### src/include/fpt_pkg.sv
// Package for the fan PWM and tachometer block: register offsets, fields,
// reset values, timing constants and the packed state of the main module.
// Assumes a 100 MHz clock and an 8-bit register port owned by the device.
package fpt_pkg;
    // Register offsets on the byte-wide register port.
    localparam logic [7:0] TACH_COUNT_LOW_ADDR  = 8'h46;
    localparam logic [7:0] TACH_COUNT_HIGH_ADDR = 8'h47;
    localparam logic [7:0] FAN_CONFIG_ADDR      = 8'h4a;
    localparam logic [7:0] SPIN_UP_CONFIG_ADDR  = 8'h4b;
    localparam logic [7:0] PWM_VALUE_ADDR       = 8'h4c;
    localparam logic [7:0] PWM_FREQUENCY_ADDR   = 8'h4d;
    localparam logic [7:0] LUT_FIRST_ADDR       = 8'h50;
    localparam logic [7:0] LUT_LAST_ADDR        = 8'h5f;
    localparam int         LUT_STEPS            = 8;

    // Field positions inside fan_config, then field widths of the other registers.
    localparam int FAN_CFG_TACH_LO   = 0;
    localparam int FAN_CFG_TACH_HI   = 1;
    localparam int FAN_CFG_CLK_SEL   = 3;
    localparam int FAN_CFG_POLARITY  = 4;
    localparam int FAN_CFG_DIRECT    = 5;
    localparam int PWM_VALUE_BITS    = 6;
    localparam int PWM_FREQ_BITS     = 5;
    localparam int SPIN_UP_BITS      = 6;

    // Reset values and the tach count limit.
    localparam logic [7:0] FAN_CONFIG_RESET     = 8'h20;
    localparam logic [7:0] SPIN_UP_CONFIG_RESET = 8'h00;
    localparam logic [7:0] PWM_VALUE_RESET      = 8'h00;
    localparam logic [7:0] PWM_FREQUENCY_RESET  = 8'h17;
    localparam logic [15:0] TACH_COUNT_MAX      = 16'hffff;

    // Timing: rates in Hz and the cycle counts derived from them.
    localparam int CLK_HZ          = 100_000_000;
    localparam int PWM_SLOW_HZ     = 1_400;
    localparam int PWM_FAST_HZ     = 360_000;
    localparam int TACH_REF_HZ     = 90_000;
    localparam int PWM_SLOW_CYCLES = CLK_HZ / PWM_SLOW_HZ;
    localparam int PWM_FAST_CYCLES = CLK_HZ / PWM_FAST_HZ;
    localparam int TACH_REF_CYCLES = CLK_HZ / TACH_REF_HZ;

    // Complete state of the main module.
    typedef struct packed {
        logic [7:0]       fan_config;
        logic [7:0]       spin_up_config;
        logic [7:0]       pwm_value;
        logic [7:0]       pwm_frequency;
        logic [15:0][7:0] lut;
        logic [15:0]      tach_acc;
        logic [15:0]      tach_count;
        logic [1:0]       tach_sync;
        logic             tach_prev;
        logic [5:0]       pwm_cnt;
        logic             pwm_level;
        logic [7:0]       rdata;
        logic             tach_phase;
        logic             pwm_out;
        logic             pwm_oe_n;
    } fpt_state_s;
endpackage

### src/verilog/fpt_fan_ctrl.sv
// Fan control block: register file, open-drain PWM output with direct or
// table-driven duty, and tachometer period measurement.
// Assumes the remote temperature arrives as a byte from logic on clk and
// the tach pin is asynchronous.
`timescale 1ns/1ps
// Operation
// - duty equals value over twice frequency setting
// - registers writable any time after setup
// - tach period counted in 90 kHz ticks
// - count split into low and high bytes
// - eight temperature/PWM pairs in 50h-5Fh
module fpt_fan_ctrl #(
    parameter int PWM_SLOW_CYCLES = fpt_pkg::PWM_SLOW_CYCLES
) (
    input  wire logic       clk,
    input  wire logic       rst_n,
    input  wire logic [7:0] reg_addr,
    input  wire logic [7:0] reg_wdata,
    input  wire logic       reg_wr,
    input  wire logic       reg_rd,
    output logic [7:0]      reg_rdata,
    input  wire logic [7:0] remote_temp,
    input  wire logic       tach_in,
    output logic            pwm_out,
    output logic            pwm_oe_n
);
    localparam int DIV_W = 17;

    fpt_pkg::fpt_state_s st_reg;
    fpt_pkg::fpt_state_s st_next;
    logic                pwm_tick;
    logic                tach_tick;
    logic [DIV_W-1:0]    pwm_period;

    // Selected PWM base clock: bit 3 picks the fast clock.
    assign pwm_period = st_reg.fan_config[fpt_pkg::FAN_CFG_CLK_SEL]
                      ? DIV_W'(fpt_pkg::PWM_FAST_CYCLES)
                      : DIV_W'(PWM_SLOW_CYCLES);

    fpt_tick_div #(.PERIOD_W(DIV_W)) u_pwm_div (
        .clk    (clk),
        .rst_n  (rst_n),
        .period (pwm_period),
        .tick   (pwm_tick)
    );

    fpt_tick_div #(.PERIOD_W(DIV_W)) u_tach_div (
        .clk    (clk),
        .rst_n  (rst_n),
        .period (DIV_W'(fpt_pkg::TACH_REF_CYCLES)),
        .tick   (tach_tick)
    );

    // Next-state logic for the whole block.
    always_comb begin
        logic [5:0] duty;
        logic [5:0] full;
        logic       tach_edge;
        st_next   = st_reg;
        duty      = '0;
        full      = '0;
        tach_edge = 1'b0;

        // Register writes are taken at any time; setup order is the host's job.
        if (reg_wr) begin
            case (reg_addr)
                fpt_pkg::FAN_CONFIG_ADDR:     st_next.fan_config     = reg_wdata;
                fpt_pkg::SPIN_UP_CONFIG_ADDR: st_next.spin_up_config =
                    {2'b00, reg_wdata[fpt_pkg::SPIN_UP_BITS-1:0]};
                fpt_pkg::PWM_VALUE_ADDR:      st_next.pwm_value      =
                    {2'b00, reg_wdata[fpt_pkg::PWM_VALUE_BITS-1:0]};
                fpt_pkg::PWM_FREQUENCY_ADDR:  st_next.pwm_frequency  =
                    {3'b000, reg_wdata[fpt_pkg::PWM_FREQ_BITS-1:0]};
                default: begin
                    if (reg_addr >= fpt_pkg::LUT_FIRST_ADDR
                        && reg_addr <= fpt_pkg::LUT_LAST_ADDR) begin
                        st_next.lut[reg_addr[3:0]] = reg_wdata;
                    end
                end
            endcase
        end

        // Reads are registered; unmapped addresses read as zero.
        if (reg_rd) begin
            case (reg_addr)
                fpt_pkg::TACH_COUNT_LOW_ADDR:  st_next.rdata = st_reg.tach_count[7:0];
                fpt_pkg::TACH_COUNT_HIGH_ADDR: st_next.rdata = st_reg.tach_count[15:8];
                fpt_pkg::FAN_CONFIG_ADDR:      st_next.rdata = st_reg.fan_config;
                fpt_pkg::SPIN_UP_CONFIG_ADDR:  st_next.rdata = st_reg.spin_up_config;
                fpt_pkg::PWM_VALUE_ADDR:       st_next.rdata = st_reg.pwm_value;
                fpt_pkg::PWM_FREQUENCY_ADDR:   st_next.rdata = st_reg.pwm_frequency;
                default: begin
                    if (reg_addr >= fpt_pkg::LUT_FIRST_ADDR
                        && reg_addr <= fpt_pkg::LUT_LAST_ADDR) begin
                        st_next.rdata = st_reg.lut[reg_addr[3:0]];
                    end else begin
                        st_next.rdata = 8'h00;
                    end
                end
            endcase
        end

        // Duty source: direct value, or the highest table step whose
        // temperature the remote reading has reached. Steps are scanned in
        // order, so a host that lists temperatures ascending gets its curve.
        if (st_reg.fan_config[fpt_pkg::FAN_CFG_DIRECT]) begin
            duty = st_reg.pwm_value[5:0];
        end else begin
            for (int i = 0; i < fpt_pkg::LUT_STEPS; i++) begin
                if (remote_temp >= st_reg.lut[2*i]) begin
                    duty = st_reg.lut[2*i+1][5:0];
                end
            end
        end

        // Period is twice the frequency setting; a zero setting holds off.
        full = {st_reg.pwm_frequency[4:0], 1'b0};
        if (pwm_tick) begin
            if (st_reg.pwm_cnt + 6'h01 >= full) begin
                st_next.pwm_cnt = '0;
            end else begin
                st_next.pwm_cnt = st_reg.pwm_cnt + 6'h01;
            end
            st_next.pwm_level = (full != 6'h00) && (st_reg.pwm_cnt < duty);
        end

        // Open-drain pin: only ever pulls low, so the data output is held at
        // zero and the enable goes low whenever the polarity-adjusted level is
        // low. Registered so the pin never glitches.
        st_next.pwm_out  = 1'b0;
        st_next.pwm_oe_n = st_reg.pwm_level ^ st_reg.fan_config[fpt_pkg::FAN_CFG_POLARITY];

        // Tach pin passes two flip-flops before the edge detector.
        st_next.tach_sync = {st_reg.tach_sync[0], tach_in};
        st_next.tach_prev = st_reg.tach_sync[1];
        tach_edge         = st_reg.tach_sync[1] && !st_reg.tach_prev;

        // Count reference ticks over every second rising edge, which is one
        // revolution of a two-pulse fan, saturating; the visible count only
        // changes when a revolution closes; the first close after reset counts
        // only from reset. A tick on the closing edge opens the next revolution,
        // so no tick is lost.
        if (tach_edge) begin
            st_next.tach_phase = !st_reg.tach_phase;
        end
        if (tach_edge && st_reg.tach_phase) begin
            st_next.tach_count = st_reg.tach_acc;
            st_next.tach_acc   = {15'h0000, tach_tick};
        end else if (tach_tick && st_reg.tach_acc != fpt_pkg::TACH_COUNT_MAX) begin
            st_next.tach_acc = st_reg.tach_acc + 16'h0001;
        end
    end

    // State register.
    always_ff @(posedge clk or negedge rst_n) begin
        if (!rst_n) begin
            st_reg                <= '0;
            st_reg.fan_config     <= fpt_pkg::FAN_CONFIG_RESET;
            st_reg.spin_up_config <= fpt_pkg::SPIN_UP_CONFIG_RESET;
            st_reg.pwm_value      <= fpt_pkg::PWM_VALUE_RESET;
            st_reg.pwm_frequency  <= fpt_pkg::PWM_FREQUENCY_RESET;
        end else begin
            st_reg <= st_next;
        end
    end

    // Outputs leave straight from the state flip-flops.
    assign reg_rdata = st_reg.rdata;
    assign pwm_out   = st_reg.pwm_out;
    assign pwm_oe_n  = st_reg.pwm_oe_n;
endmodule

### src/verilog/fpt_tick_div.sv
// Divider that turns the system clock into a one-cycle enable pulse.
// Assumes one clock domain; the period is given in system clock cycles.
`timescale 1ns/1ps
module fpt_tick_div #(
    parameter int PERIOD_W = 17
) (
    input  wire logic                clk,
    input  wire logic                rst_n,
    input  wire logic [PERIOD_W-1:0] period,
    output logic                     tick
);
    typedef struct packed {
        logic [PERIOD_W-1:0] cnt;
        logic                tick;
    } fpt_div_state_s;

    fpt_div_state_s st_reg;
    fpt_div_state_s st_next;

    // Counts down to one and reloads; a period of zero acts as one.
    always_comb begin
        st_next = st_reg;
        if (st_reg.cnt <= PERIOD_W'(1)) begin
            st_next.cnt  = period;
            st_next.tick = 1'b1;
        end else begin
            st_next.cnt  = st_reg.cnt - PERIOD_W'(1);
            st_next.tick = 1'b0;
        end
    end

    // State register; the tick leaves straight from its flip-flop.
    always_ff @(posedge clk or negedge rst_n) begin
        if (!rst_n) begin
            st_reg <= '0;
        end else begin
            st_reg <= st_next;
        end
    end

    assign tick = st_reg.tick;
endmodule
### config.mk
export PLATFORM = sky130hd
export DESIGN_NAME = fpt_fan_ctrl
export DESIGN_NICKNAME = d
export VERILOG_FILES = /design/src/include/fpt_pkg.sv /design/src/verilog/fpt_fan_ctrl.sv /design/src/verilog/fpt_tick_div.sv
export SDC_FILE = /design/constraint.sdc
export NUM_CORES = 1
export LEC_CHECK = 0
export BUFFER_PORTS_ARGS = -buffer_cell sky130_fd_sc_hd__buf_2
export CAP_MARGIN = 20
export CORE_UTILIZATION = 50
export CTS_CLUSTER_SIZE = 25
export DETAILED_ROUTE_END_ITERATION = 16
export GPL_ROUTABILITY_DRIVEN = 1
export GPL_TIMING_DRIVEN = 0
export PLACE_DENSITY = 0.66
export SYNTH_ARGS = -nofsm -noshare
export SYNTH_HDL_FRONTEND = slang
export SYNTH_SLANG_ARGS = --single-unit
### constraint.sdc
create_clock -name clk -period 9.5 [get_ports clk]
set_input_delay 0.95 -clock clk [delete_from_list [all_inputs] [get_ports clk]]
set_output_delay 0.95 -clock clk [all_outputs]
set_load 0.05 [all_outputs]
==> results of run 1 <==
[cells by family (layout without fill, tap and decap cells)]
| logic type | after synthesis | in the layout |
|---|---|---|
| AO/OA/AOI/OAI | 191 | 191 |
| flip-flops | 241 | 241 |
| multiplexers | 172 | 172 |
| other | 1 | 1 |
| adder cells (fa/ha/maj) | 80 | 80 |
| AND/OR/NAND/NOR | 334 | 334 |
| XOR/XNOR | 43 | 43 |
| buffers and inverters | 143 | 219 |
[worst register-to-register path: cells and delay by family (launching register included)]
kind / cells / cell delay (ps)
buffers and inverters: 1 / 80
DFF: 1 / 380
and+or+nand+nor: 3 / 1150
adders and majority gates: 2 / 590
AOI/OAI and AO/OA: 10 / 2670
[through the flow]
step | hold slack [ps] | power, mW | std cells | instance area [sq um] | setup WS [ps]
2_1_floorplan | 331 | 1.35 | 1205 | 13200 | 4970
3_3_place_gp | 334 | 1.45 | 1565 | 13800 | 3120
3_5_place_dp | 340 | 1.47 | 1568 | 13900 | 3760
4_1_cts | 283 | 2.49 | 1616 | 14700 | 4240
5_1_grt | 297 | 2.57 | 1616 | 14700 | 3830
6_report | 282 | 2.47 | 1616 | 14700 | 4110
[power by group]
group / internal [mW] / leakage [nW] / switching (mW)
sequential: 1.08 / 3.11 / 0.0423
clock: 0.609 / 0.427 / 0.415
combinational: 0.135 / 3.27 / 0.193
[synthesized netlist by cell type, drive strengths merged (3+ instances only)]
master	n	area [sq um]
a2111oi	7	80.1
a211oi	7	52.6
a21o	6	45.0
a21oi	42	210
a221oi	13	114
a22oi	5	37.5
a31oi	7	43.8
a32oi	6	52.6
and2	5	31.3
and3	5	31.3
buf	28	160
clkbuf	35	131
dfrtp	236	5910
dfstp	5	131
ha	80	1000
inv	80	300
mux2	126	1420
mux2i	6	60.1
mux4	40	901
nand2	136	510
nand2b	13	81.3
nand3	19	95.1
nand4	8	50.1
nor2	81	304
nor2b	12	75.1
nor3	20	115
nor4	11	90.1
o211ai	12	90.1
o21a	5	37.5
o21ai	50	250
o22ai	3	18.8
o2bb2ai	4	35.0
o31a	7	61.3
o31ai	4	35.0
or3	7	48.8
or4	6	48.8
xnor2	28	245
xor2	15	131
[worst paths after layout]
path | start | endpoint | slack [ps]
max | remote_temp[0] | st_reg[11] | 4110
min | rst_n | u_pwm_div.st_reg[6] | 280
max reg2reg | st_reg[105] | st_reg[11] | 4510
min reg2reg | st_next[20] | st_next[18] | 350
max in group asynchronous | rst_n | st_reg[131] | 7880
min in group clk | st_next[20] | st_next[18] | 350
[routing by layer]
metal / track usage, % / vias to the layer above
met5: 0 / -
met4: 7.71 / 0
met3: 3.09 / 59
met2: 41.4 / 240
met1: 37.5 / 4684
li1: - / 4414
[cell type report]
cell class | instances | area [sq um]
Fill cell | 2253 | 11300
Timing Repair Buffer | 28 | 195
Clock buffer | 41 | 808
Clock inverter | 7 | 65.1
Multi-Input combinational cell | 821 | 6620
Tap cell | 335 | 419
Buffer | 63 | 292
Inverter | 80 | 300
Sequential cell | 241 | 6040
==> impl_metrics.tcl, run 1 <==
set metrics [dict create \
    status "completed" \
    die-area_sq_mm 0.0271 \
    drt_iter0_markers 644 \
    grt-ovfl-total 0 \
    fmax_mhz 186 \
    hold_path.class "in -> async" \
    timing.critical_path.cells "buf_2 > inv_1 > ha_1 > nand2b_1 > a31oi_1 > o2111ai_1 > a2bb2oi_1 > o21ai_0 > o211ai_1 > o211ai_1 > ha_1 > and3_1 > or3b_2 > a31o_2 > or4b_1 > o211ai_1 > a21oi_1" \
    layout_commonest_cell "dfrtp_1" \
    skew_ps 5.95 \
    wl_per_cell_um 20.7 \
    start_kind "input pin" \
    clk_pin_slew_ps 60 \
    drv_cap 0 \
    ctsHoldBuffers 0 \
    drcViolationCount 0 \
    period_share_pct 56.7 \
    synth_simple_gate_area_share_pct 11.9 \
    top_layer "met4" \
    power_density_mw_per_mm2 168 \
    cts_max_level 1 \
    worst-path-buf-inv 2 \
    grt_pass1_vias 9542 \
    grt_max_degree 120 \
    synthAdderAreaFrac_pct 7.56 \
    syn2layout_area_growth_pct 11.2 \
    dr_wl_met3_um 1630 \
    start_util_pct 51.0 \
    cp_slowest_cell "or4b_1" \
    numCtsBuffers 26 \
    insertedDiodeCount 0 \
    avgSynthCellArea_sq_um 11.0 \
    clk_latency_ps 530 \
    ys_ff_latch 241 \
    crit_arrival_ps 5790 \
    synth_edf_count 0 \
    end_kind "flop" \
    place_congestion 0.945 \
    chipWidth_um 165 \
    cts_resized 0 \
    firstDrtPassIters 5 \
    p_leak_nw 6.81 \
    die_h_um 165 \
    clkSinkCount 241 \
    post-cts-setup-buffers 0 \
    layout-drive-gt1-share_pct 21.9 \
    cts_root_buf "clkbuf_16" \
    critPathRequiredTime_ps 9900 \
    boundaryPins 39 \
    drt-met1-wl_um 15500 \
    synth_cells 1205 \
    drt.antenna.violating_nets 0 \
    place_hpwl_um 24600 \
    core_sq_mm 0.0260 \
    grtUsageTotal_pct 26.0 \
    grt_setup_unrepaired "no" \
    antenna_found_initial 0 \
    cts.path.max_buffers 3 \
    cp.depth 17 \
    ys_async_sr_fraction_pct 100 \
    yosys_warnings 0 \
    dr_wl_met2_um 15500 \
    final.setup.tns_ps 0 \
    fp-row-count 59 \
    synth_cell_types 70 \
    crit_path_max_fanout 8 \
    setup_violations 0 \
    vdd_drop_max_mv 0.120 \
    viasPerCell 5.81 \
    tightest_slew_ps 1070 \
    totalWireLength_um 33500 \
    worst_r2r_path_depth 16 \
    syn-num-nets 1314 \
    hold_violations 0 \
    synth-seq-area-share_pct 45.6 \
    synth_xor_area_share_pct 2.84 \
    synth_compound_area_share_pct 9.67 \
    io_buffers 25 \
    synth_mux_area_share_pct 18.0 \
    slowest_delay_ps 510 \
    slew_viol_final 0 \
    grt_first_pass_wirelength_um 53800 \
    crit_type "in -> reg" \
    vias 9397 \
    synth_area_sq_mm 0.0132 \
    synth_top_family_by_area "multiplexers" \
    crit_family "compound AO/OA/AOI/OAI gates" \
    largest_reg_flops 194 \
    path_common_cell "o211ai_1" \
    synth_flop_cell "dfrtp_1" \
    final_cell_mix "dfrtp_1 (236), nand2_1 (136), mux2_2 (126)" \
    min_period_ps 5390 \
    finalNetCount 1370 \
    cts_tree "done" \
    max_slew_margin_pct 28.4 \
    final_util_pct 56.7 \
]
(Power assumes the default switching activity.)
==> run 2: changes to the inputs <==
--- a/config.mk
+++ b/config.mk
@@ -5,6 +5,7 @@
 export SDC_FILE = /design/constraint.sdc
 export NUM_CORES = 1
 export LEC_CHECK = 0
+export ABC_AREA = 1
 export BUFFER_PORTS_ARGS = -buffer_cell sky130_fd_sc_hd__buf_2
 export CAP_MARGIN = 20
 export CORE_UTILIZATION = 50
@@ -12,7 +13,7 @@
 export DETAILED_ROUTE_END_ITERATION = 16
 export GPL_ROUTABILITY_DRIVEN = 1
 export GPL_TIMING_DRIVEN = 0
-export PLACE_DENSITY = 0.66
+export PLACE_DENSITY = 0.69
 export SYNTH_ARGS = -nofsm -noshare
 export SYNTH_HDL_FRONTEND = slang
 export SYNTH_SLANG_ARGS = --single-unit
==> constraint.sdc (replaced) <==
create_clock -name clk -period 4.6 [get_ports clk]
set_input_delay 0.46 -clock clk [delete_from_list [all_inputs] [get_ports clk]]
set_output_delay 0.46 -clock clk [all_outputs]
set_load 0.05 [all_outputs]
==> impl_metrics.tcl, run 2 <==
set metrics [dict create \
    status "completed" \
    final_cell_area_sq_mm 0.0147 \
    place_ws_ps 591 \
    comb_power_share_pct 11.9 \
    cts_resized 0 \
    synth-seq-area-share_pct 46.1 \
    die_h_um 164 \
    grt-ovfl-total 0 \
    drcViolationCount 0 \
    antenna_found_initial 0 \
    cp_slowest_cell "dfrtp_1" \
    core_sq_mm 0.0255 \
    min_period_ps 3550 \
    startpoint "st_reg[54]" \
    place_hpwl_um 27200 \
    hold_violations 0 \
    avgSynthCellArea_sq_um 8.22 \
    layout_commonest_cell "nand2_1" \
    firstDrtPassIters 6 \
    timing.critical_path.cells "inv_1 > ha_1 > inv_1 > nor2_1 > nor2_1 > nor2_1 > o21ai_0 > nand2_1 > nand3_1 > o21ai_0 > o21ai_0 > o211ai_1 > nand2_1 > nand2_1 > nand2_1 > nand2_1 > o21ai_0 > ha_1 > a211oi_1 > o311ai_0 > a31oi_1 > nand2_1 > nand2_1" \
    fmax_mhz 282 \
    dr_wl_met2_um 17200 \
    power_density_mw_per_mm2 351 \
    tightest_slew_ps 934 \
    yosys-top-cells-area "dfrtp_1 (45%), nand2_1 (9.8%), o21ai_0 (9.2%)" \
    cts.path.max_buffers 3 \
    vdd_drop_max_mv 0.284 \
    top_layer "met4" \
    post-synth-top-area-cell "dfrtp_1" \
    max_slew_margin_pct 37.7 \
    syn2layout_area_growth_pct 12.0 \
    hold_path.class "in -> reg" \
    crit_type "reg -> reg" \
    grt_setup_unrepaired "no" \
    clk_latency_ps 550 \
    synth_top_area_share_pct 45.1 \
    crit_path_max_fanout 4 \
    place_congestion 0.981 \
    ys_async_sr_fraction_pct 100 \
    boundaryPins 39 \
    ys_ff_latch 241 \
    p_sw_share_pct 27.1 \
    period_share_pct 77.2 \
    r2r-start "st_reg[54]" \
    synth_flop_cell "dfrtp_1" \
    intPower_mw 3.76 \
    cts_max_level 1 \
    critPathRequiredTime_ps 5080 \
    total_power_mw 5.16 \
    dr_wl_met3_um 2810 \
    clkSinkCount 241 \
    fillCellCount 2315 \
    fp-row-count 58 \
    grt_max_degree 101 \
    power_switching_mw 1.40 \
    syn-num-nets 1703 \
    crit_arrival_ps 4030 \
    clk_pin_slew_ps 60 \
    wl_per_cell_um 18.8 \
    synth_edf_count 0 \
    drv_cap 0 \
    synth.most_common_cell "nand2_1" \
    finalNetCount 1770 \
    slew_viol_final 0 \
    grt_first_pass_wirelength_um 60000 \
    crit_family "compound AO/OA/AOI/OAI gates" \
    p_leak_nw 6.64 \
    viasPerCell 5.69 \
    slowest_delay_ps 370 \
    power_frac_clock_pct 43.3 \
    layout-drive-gt1-share_pct 9.76 \
    grt_pass1_vias 11100 \
    synth_common_cells "nand2_1 (343), o21ai_0 (240), dfrtp_1 (236), inv_1 (180), nor2_1 (99)" \
    drt_iter0_markers 980 \
    insertedDiodeCount 0 \
    final_cell_mix "nand2_1 (343), o21ai_0 (240), dfrtp_1 (236)" \
    drt-met1-wl_um 16200 \
    synth_cell_types 55 \
    setup_violations 0 \
    layout_setup_ws_ps 1050 \
    seqPwrFrac_pct 44.7 \
    place_area_sq_mm 0.0138 \
    end_kind "flop" \
    skew_ps 13.9 \
    path_common_cell "nand2_1" \
    final_util_pct 57.7 \
    yosys_warnings 0 \
    cts_root_buf "clkbuf_16" \
    vias 11400 \
    synth_area_sq_mm 0.0131 \
    largest_reg_flops 194 \
    totalWireLength_um 37700 \
    die-area_sq_mm 0.0269 \
    start_kind "flop" \
    min_from "tach_in" \
    start_util_pct 51.5 \
    cts_tree "done" \
    grtUsageTotal_pct 29.4 \
    chipWidth_um 164 \
    io_buffers 35 \
    numCtsBuffers 27 \
    worst-path-buf-inv 2 \
    drt.antenna.violating_nets 0 \
    synth_cells 1594 \
]
==> run 2: worst paths after layout <==
check	to	slack (ps)	cells past startpoint
max in group asynchronous	u_pwm_div.st_reg[5]	3270	3
worst min register to register	st_next[18]	350	0
min in group asynchronous	st_reg[104]	450	2
worst max-delay path	st_reg[11]	1050	23
worst min-delay path	st_next[20]	20	1
worst max register to register	st_reg[11]	1050	23
==> run 2: stage by stage <==
stage / instances / setup TNS [ps] / hold WS [ps]
floorplan: 1594 / 0 / 164
detailed placement: 1961 / 0 / 335
global placement: 1959 / -294090 / 335
CTS: 2011 / 0 / 10.3
global route: 2011 / 0 / 11.8
finish: 2011 / 0 / 24.9
==> run 2: area by class of cell <==
| cell class | instances | area, sq um | area share, % |
|---|---|---|---|
| sequential | 241 | 6040 | 41.1 |
| multi-input combinational | 1089 | 6010 | 40.9 |
| inverter | 191 | 718 | 4.89 |
| clock buffer | 30 | 707 | 4.81 |
| tap | 330 | 413 | 2.81 |
| buffer | 73 | 344 | 2.34 |
| timing repair buffer | 38 | 250 | 1.70 |
| clock inverter | 19 | 209 | 1.42 |
==> run 2: timing repair <==
| item | CTS | global route |
|---|---|---|
| setup buffers | 0 | 0 |
| endpoints found under the hold margin | 60 | 0 |
| hold buffers | 1 | 0 |
==> run 2: cell families (layout without fill, tap and decap cells) <==
kind of cell	after synthesis	in the layout	synth area share, %
AOI/OAI and AO/OA	430	430	18.0
xor gates and xnor gates	25	25	1.67
adders and majority gates	80	80	7.64
buffers and inverters	264	351	8.10
DFF	241	241	46.1
other	1	1	0.0286
and+or+nand+nor	553	553	18.5
==> run 2: worst register-to-register path, delay by kind of cell (launching register included) <==
kind            cells  cell delay [ps]
compound gates      8             1430
fa+ha+maj           2              620
buf+inv             2               90
flops               1              370
simple gates       11              960
==> run 2: power by group through the flow <==
stage / Combinational, mW / Sequential, mW / Clock [mW]
floorplan: 0.393 / 2.32 / 0
global placement: 0.585 / 2.34 / 0
detailed placement: 0.611 / 2.34 / 0
CTS: 0.614 / 2.30 / 2.26
global route: 0.699 / 2.32 / 2.34
finish: 0.615 / 2.31 / 2.23
==> run 2: per-layer routing <==
layer | up-vias | global-route usage, %
li1 | 5465 | -
met4 | 0 | 12.0
met5 | - | 0
met1 | 5439 | 40.0
met3 | 93 | 4.39
met2 | 447 | 47.0
==> run 3: changes to the inputs <==
--- a/config.mk
+++ b/config.mk
@@ -13,7 +13,7 @@
 export DETAILED_ROUTE_END_ITERATION = 16
 export GPL_ROUTABILITY_DRIVEN = 1
 export GPL_TIMING_DRIVEN = 0
-export PLACE_DENSITY = 0.69
+export PLACE_DENSITY = 0.66
 export SYNTH_ARGS = -nofsm -noshare
 export SYNTH_HDL_FRONTEND = slang
 export SYNTH_SLANG_ARGS = --single-unit
==> constraint.sdc (replaced) <==
create_clock -name clk -period 3.6 [get_ports clk]
set_input_delay 0.36 -clock clk [delete_from_list [all_inputs] [get_ports clk]]
set_output_delay 0.36 -clock clk [all_outputs]
set_load 0.05 [all_outputs]
==> impl_metrics.tcl, run 3 (synthesis gave the netlist of run 2 again) <==
set metrics [dict create \
    start_kind "flop" \
    hold_path.class "in -> reg" \
    grt_max_degree 102 \
    dr_wl_met2_um 17100 \
    insertedDiodeCount 0 \
    drt-met1-wl_um 17000 \
    fmax_mhz 296 \
    p_sw_share_pct 27.4 \
    intPower_mw 4.67 \
    grt-ovfl-total 0 \
    place_congestion 0.945 \
    cts_tree "done" \
    dr_wl_met3_um 2320 \
    critPathRequiredTime_ps 4080 \
    setup_violations 0 \
    grt_pass1_vias 11100 \
    firstDrtPassIters 5 \
    grtUsageTotal_pct 29.7 \
    numCtsBuffers 27 \
    power_switching_mw 1.76 \
    chipWidth_um 164 \
    place_hpwl_um 27200 \
    grt_first_pass_wirelength_um 60800 \
    boundaryPins 39 \
    crit_type "reg -> reg" \
    die-area_sq_mm 0.0269 \
    layout-drive-gt1-share_pct 9.63 \
    comb_power_share_pct 12.3 \
    syn2layout_area_growth_pct 11.8 \
    final_util_pct 57.5 \
    final_cell_mix "nand2_1 (342), o21ai_0 (239), dfrtp_1 (236)" \
    skew_ps 15.1 \
    cts_root_buf "clkbuf_16" \
    crit_path_max_fanout 4 \
    finalNetCount 1772 \
    fp-row-count 58 \
    total_power_mw 6.43 \
    max_slew_margin_pct 43.8 \
    period_share_pct 94.0 \
    clk_latency_ps 550 \
    core_sq_mm 0.0255 \
    startpoint "st_reg[54]" \
    viasPerCell 5.65 \
    top_layer "met4" \
    io_buffers 35 \
    p_leak_nw 6.63 \
    hold_violations 0 \
    status "completed" \
    totalWireLength_um 38000 \
    drv_cap 0 \
    min_from "reg_rd" \
    seqPwrFrac_pct 45.9 \
    wl_per_cell_um 18.9 \
    crit_arrival_ps 3870 \
    layout_commonest_cell "nand2_1" \
    largest_reg_flops 194 \
    die_h_um 164 \
    cts_max_level 1 \
    vdd_drop_max_mv 0.459 \
    antenna_found_initial 0 \
    end_kind "flop" \
    cts.path.max_buffers 3 \
    drt_iter0_markers 938 \
    fillCellCount 2333 \
    drt.antenna.violating_nets 0 \
    power_frac_clock_pct 41.8 \
    slew_viol_final 0 \
    start_util_pct 51.5 \
    drcViolationCount 0 \
    power_density_mw_per_mm2 439 \
    min_period_ps 3380 \
    clkSinkCount 241 \
    tightest_slew_ps 843 \
    vias 11400 \
    clk_pin_slew_ps 60 \
    r2r-start "st_reg[54]" \
    r2r_setup_slack_ps 220 \
]
-- run 3: cell count changes in the layout (fill, tap and decap cells not counted), sizes merged --
cell | before | now
clkinvlp | 4 | 0
bufinv | 4 | 2
clkinv | 11 | 10
buf | 64 | 65
dlygate4sd3 | 1 | 2
clkbuf | 76 | 83
-- run 3: final timing paths --
check	to	depth (start not counted)
worst max register to register	st_reg[11]	23
worst max-delay path	st_reg[11]	23
max in group asynchronous	st_reg[185]	4
min in group asynchronous	st_reg[76]	2
worst min register to register	st_next[18]	0
worst min-delay path	reg_rdata[3]	3
-- run 3: cell type report --
class / instances / area [sq um] / area share, %
Sequential cell: 241 / 6040 / 41.2
Multi-Input combinational cell: 1089 / 6030 / 41.1
Clock buffer: 37 / 733 / 5.00
Inverter: 191 / 718 / 4.90
Tap cell: 330 / 413 / 2.82
Buffer: 73 / 344 / 2.35
Timing Repair Buffer: 40 / 268 / 1.83
Clock inverter: 12 / 114 / 0.777
-- run 3: layer usage --
layer | global-route usage [%] | vias up
met1 | 41.7 | 5449
met4 | 12.0 | 0
met2 | 47.1 | 375
li1 | - | 5462
met3 | 3.18 | 97
met5 | 0 | -
-- run 3: through the flow --
stage               hold slack, ps  std cells  TNS [ps]  setup slack (ps)  cell area [sq um]
floorplan                     64.4       1594         0               833              13100
global placement               336       1959   -510270             -2170              13700
detailed placement             310       1961      -305              -305              13800
CTS                            173       2012         0              48.4              14600
global route                   232       2013     -38.7             -38.7              14700
finish                         181       2013         0               217              14700
-- run 3: critical path: stages (launching register included) --
cell and delay (ps):
dfrtp_1 380, inv_1 50, ha_1 290, inv_1 40, nor2_1 70, nor2_1 40
nor2_1 80, o21ai_0 80, nand2_1 150, nand3_2 130, o21ai_2 160, o21ai_0 110
o211ai_1 200, nand2_1 120, nand2_1 110, nand2_1 70, nand2_1 60, o21ai_0 130
ha_1 380, a211oi_2 240, o311ai_1 140, a31oi_1 160, nand2_1 70, nand2_1 50
-- run 3: power groups by stage --
| stage | registers [mW] | logic, mW | clock network, mW |
|---|---|---|---|
| 2_1_floorplan | 2.96 | 0.502 | 0 |
| 3_3_place_gp | 2.99 | 0.751 | 0 |
| 3_5_place_dp | 2.99 | 0.780 | 0 |
| 4_1_cts | 2.94 | 0.786 | 2.71 |
| 5_1_grt | 2.96 | 0.899 | 2.82 |
| 6_report | 2.95 | 0.793 | 2.69 |
-- run 3: what timing repair did --
item                                   4_1_cts  5_1_grt
hold buffers                                 2        0
setup endpoints to repair                    0        1
endpoints found under the hold margin       57        0
buffers inserted                             0        1
resized for setup                            0        6
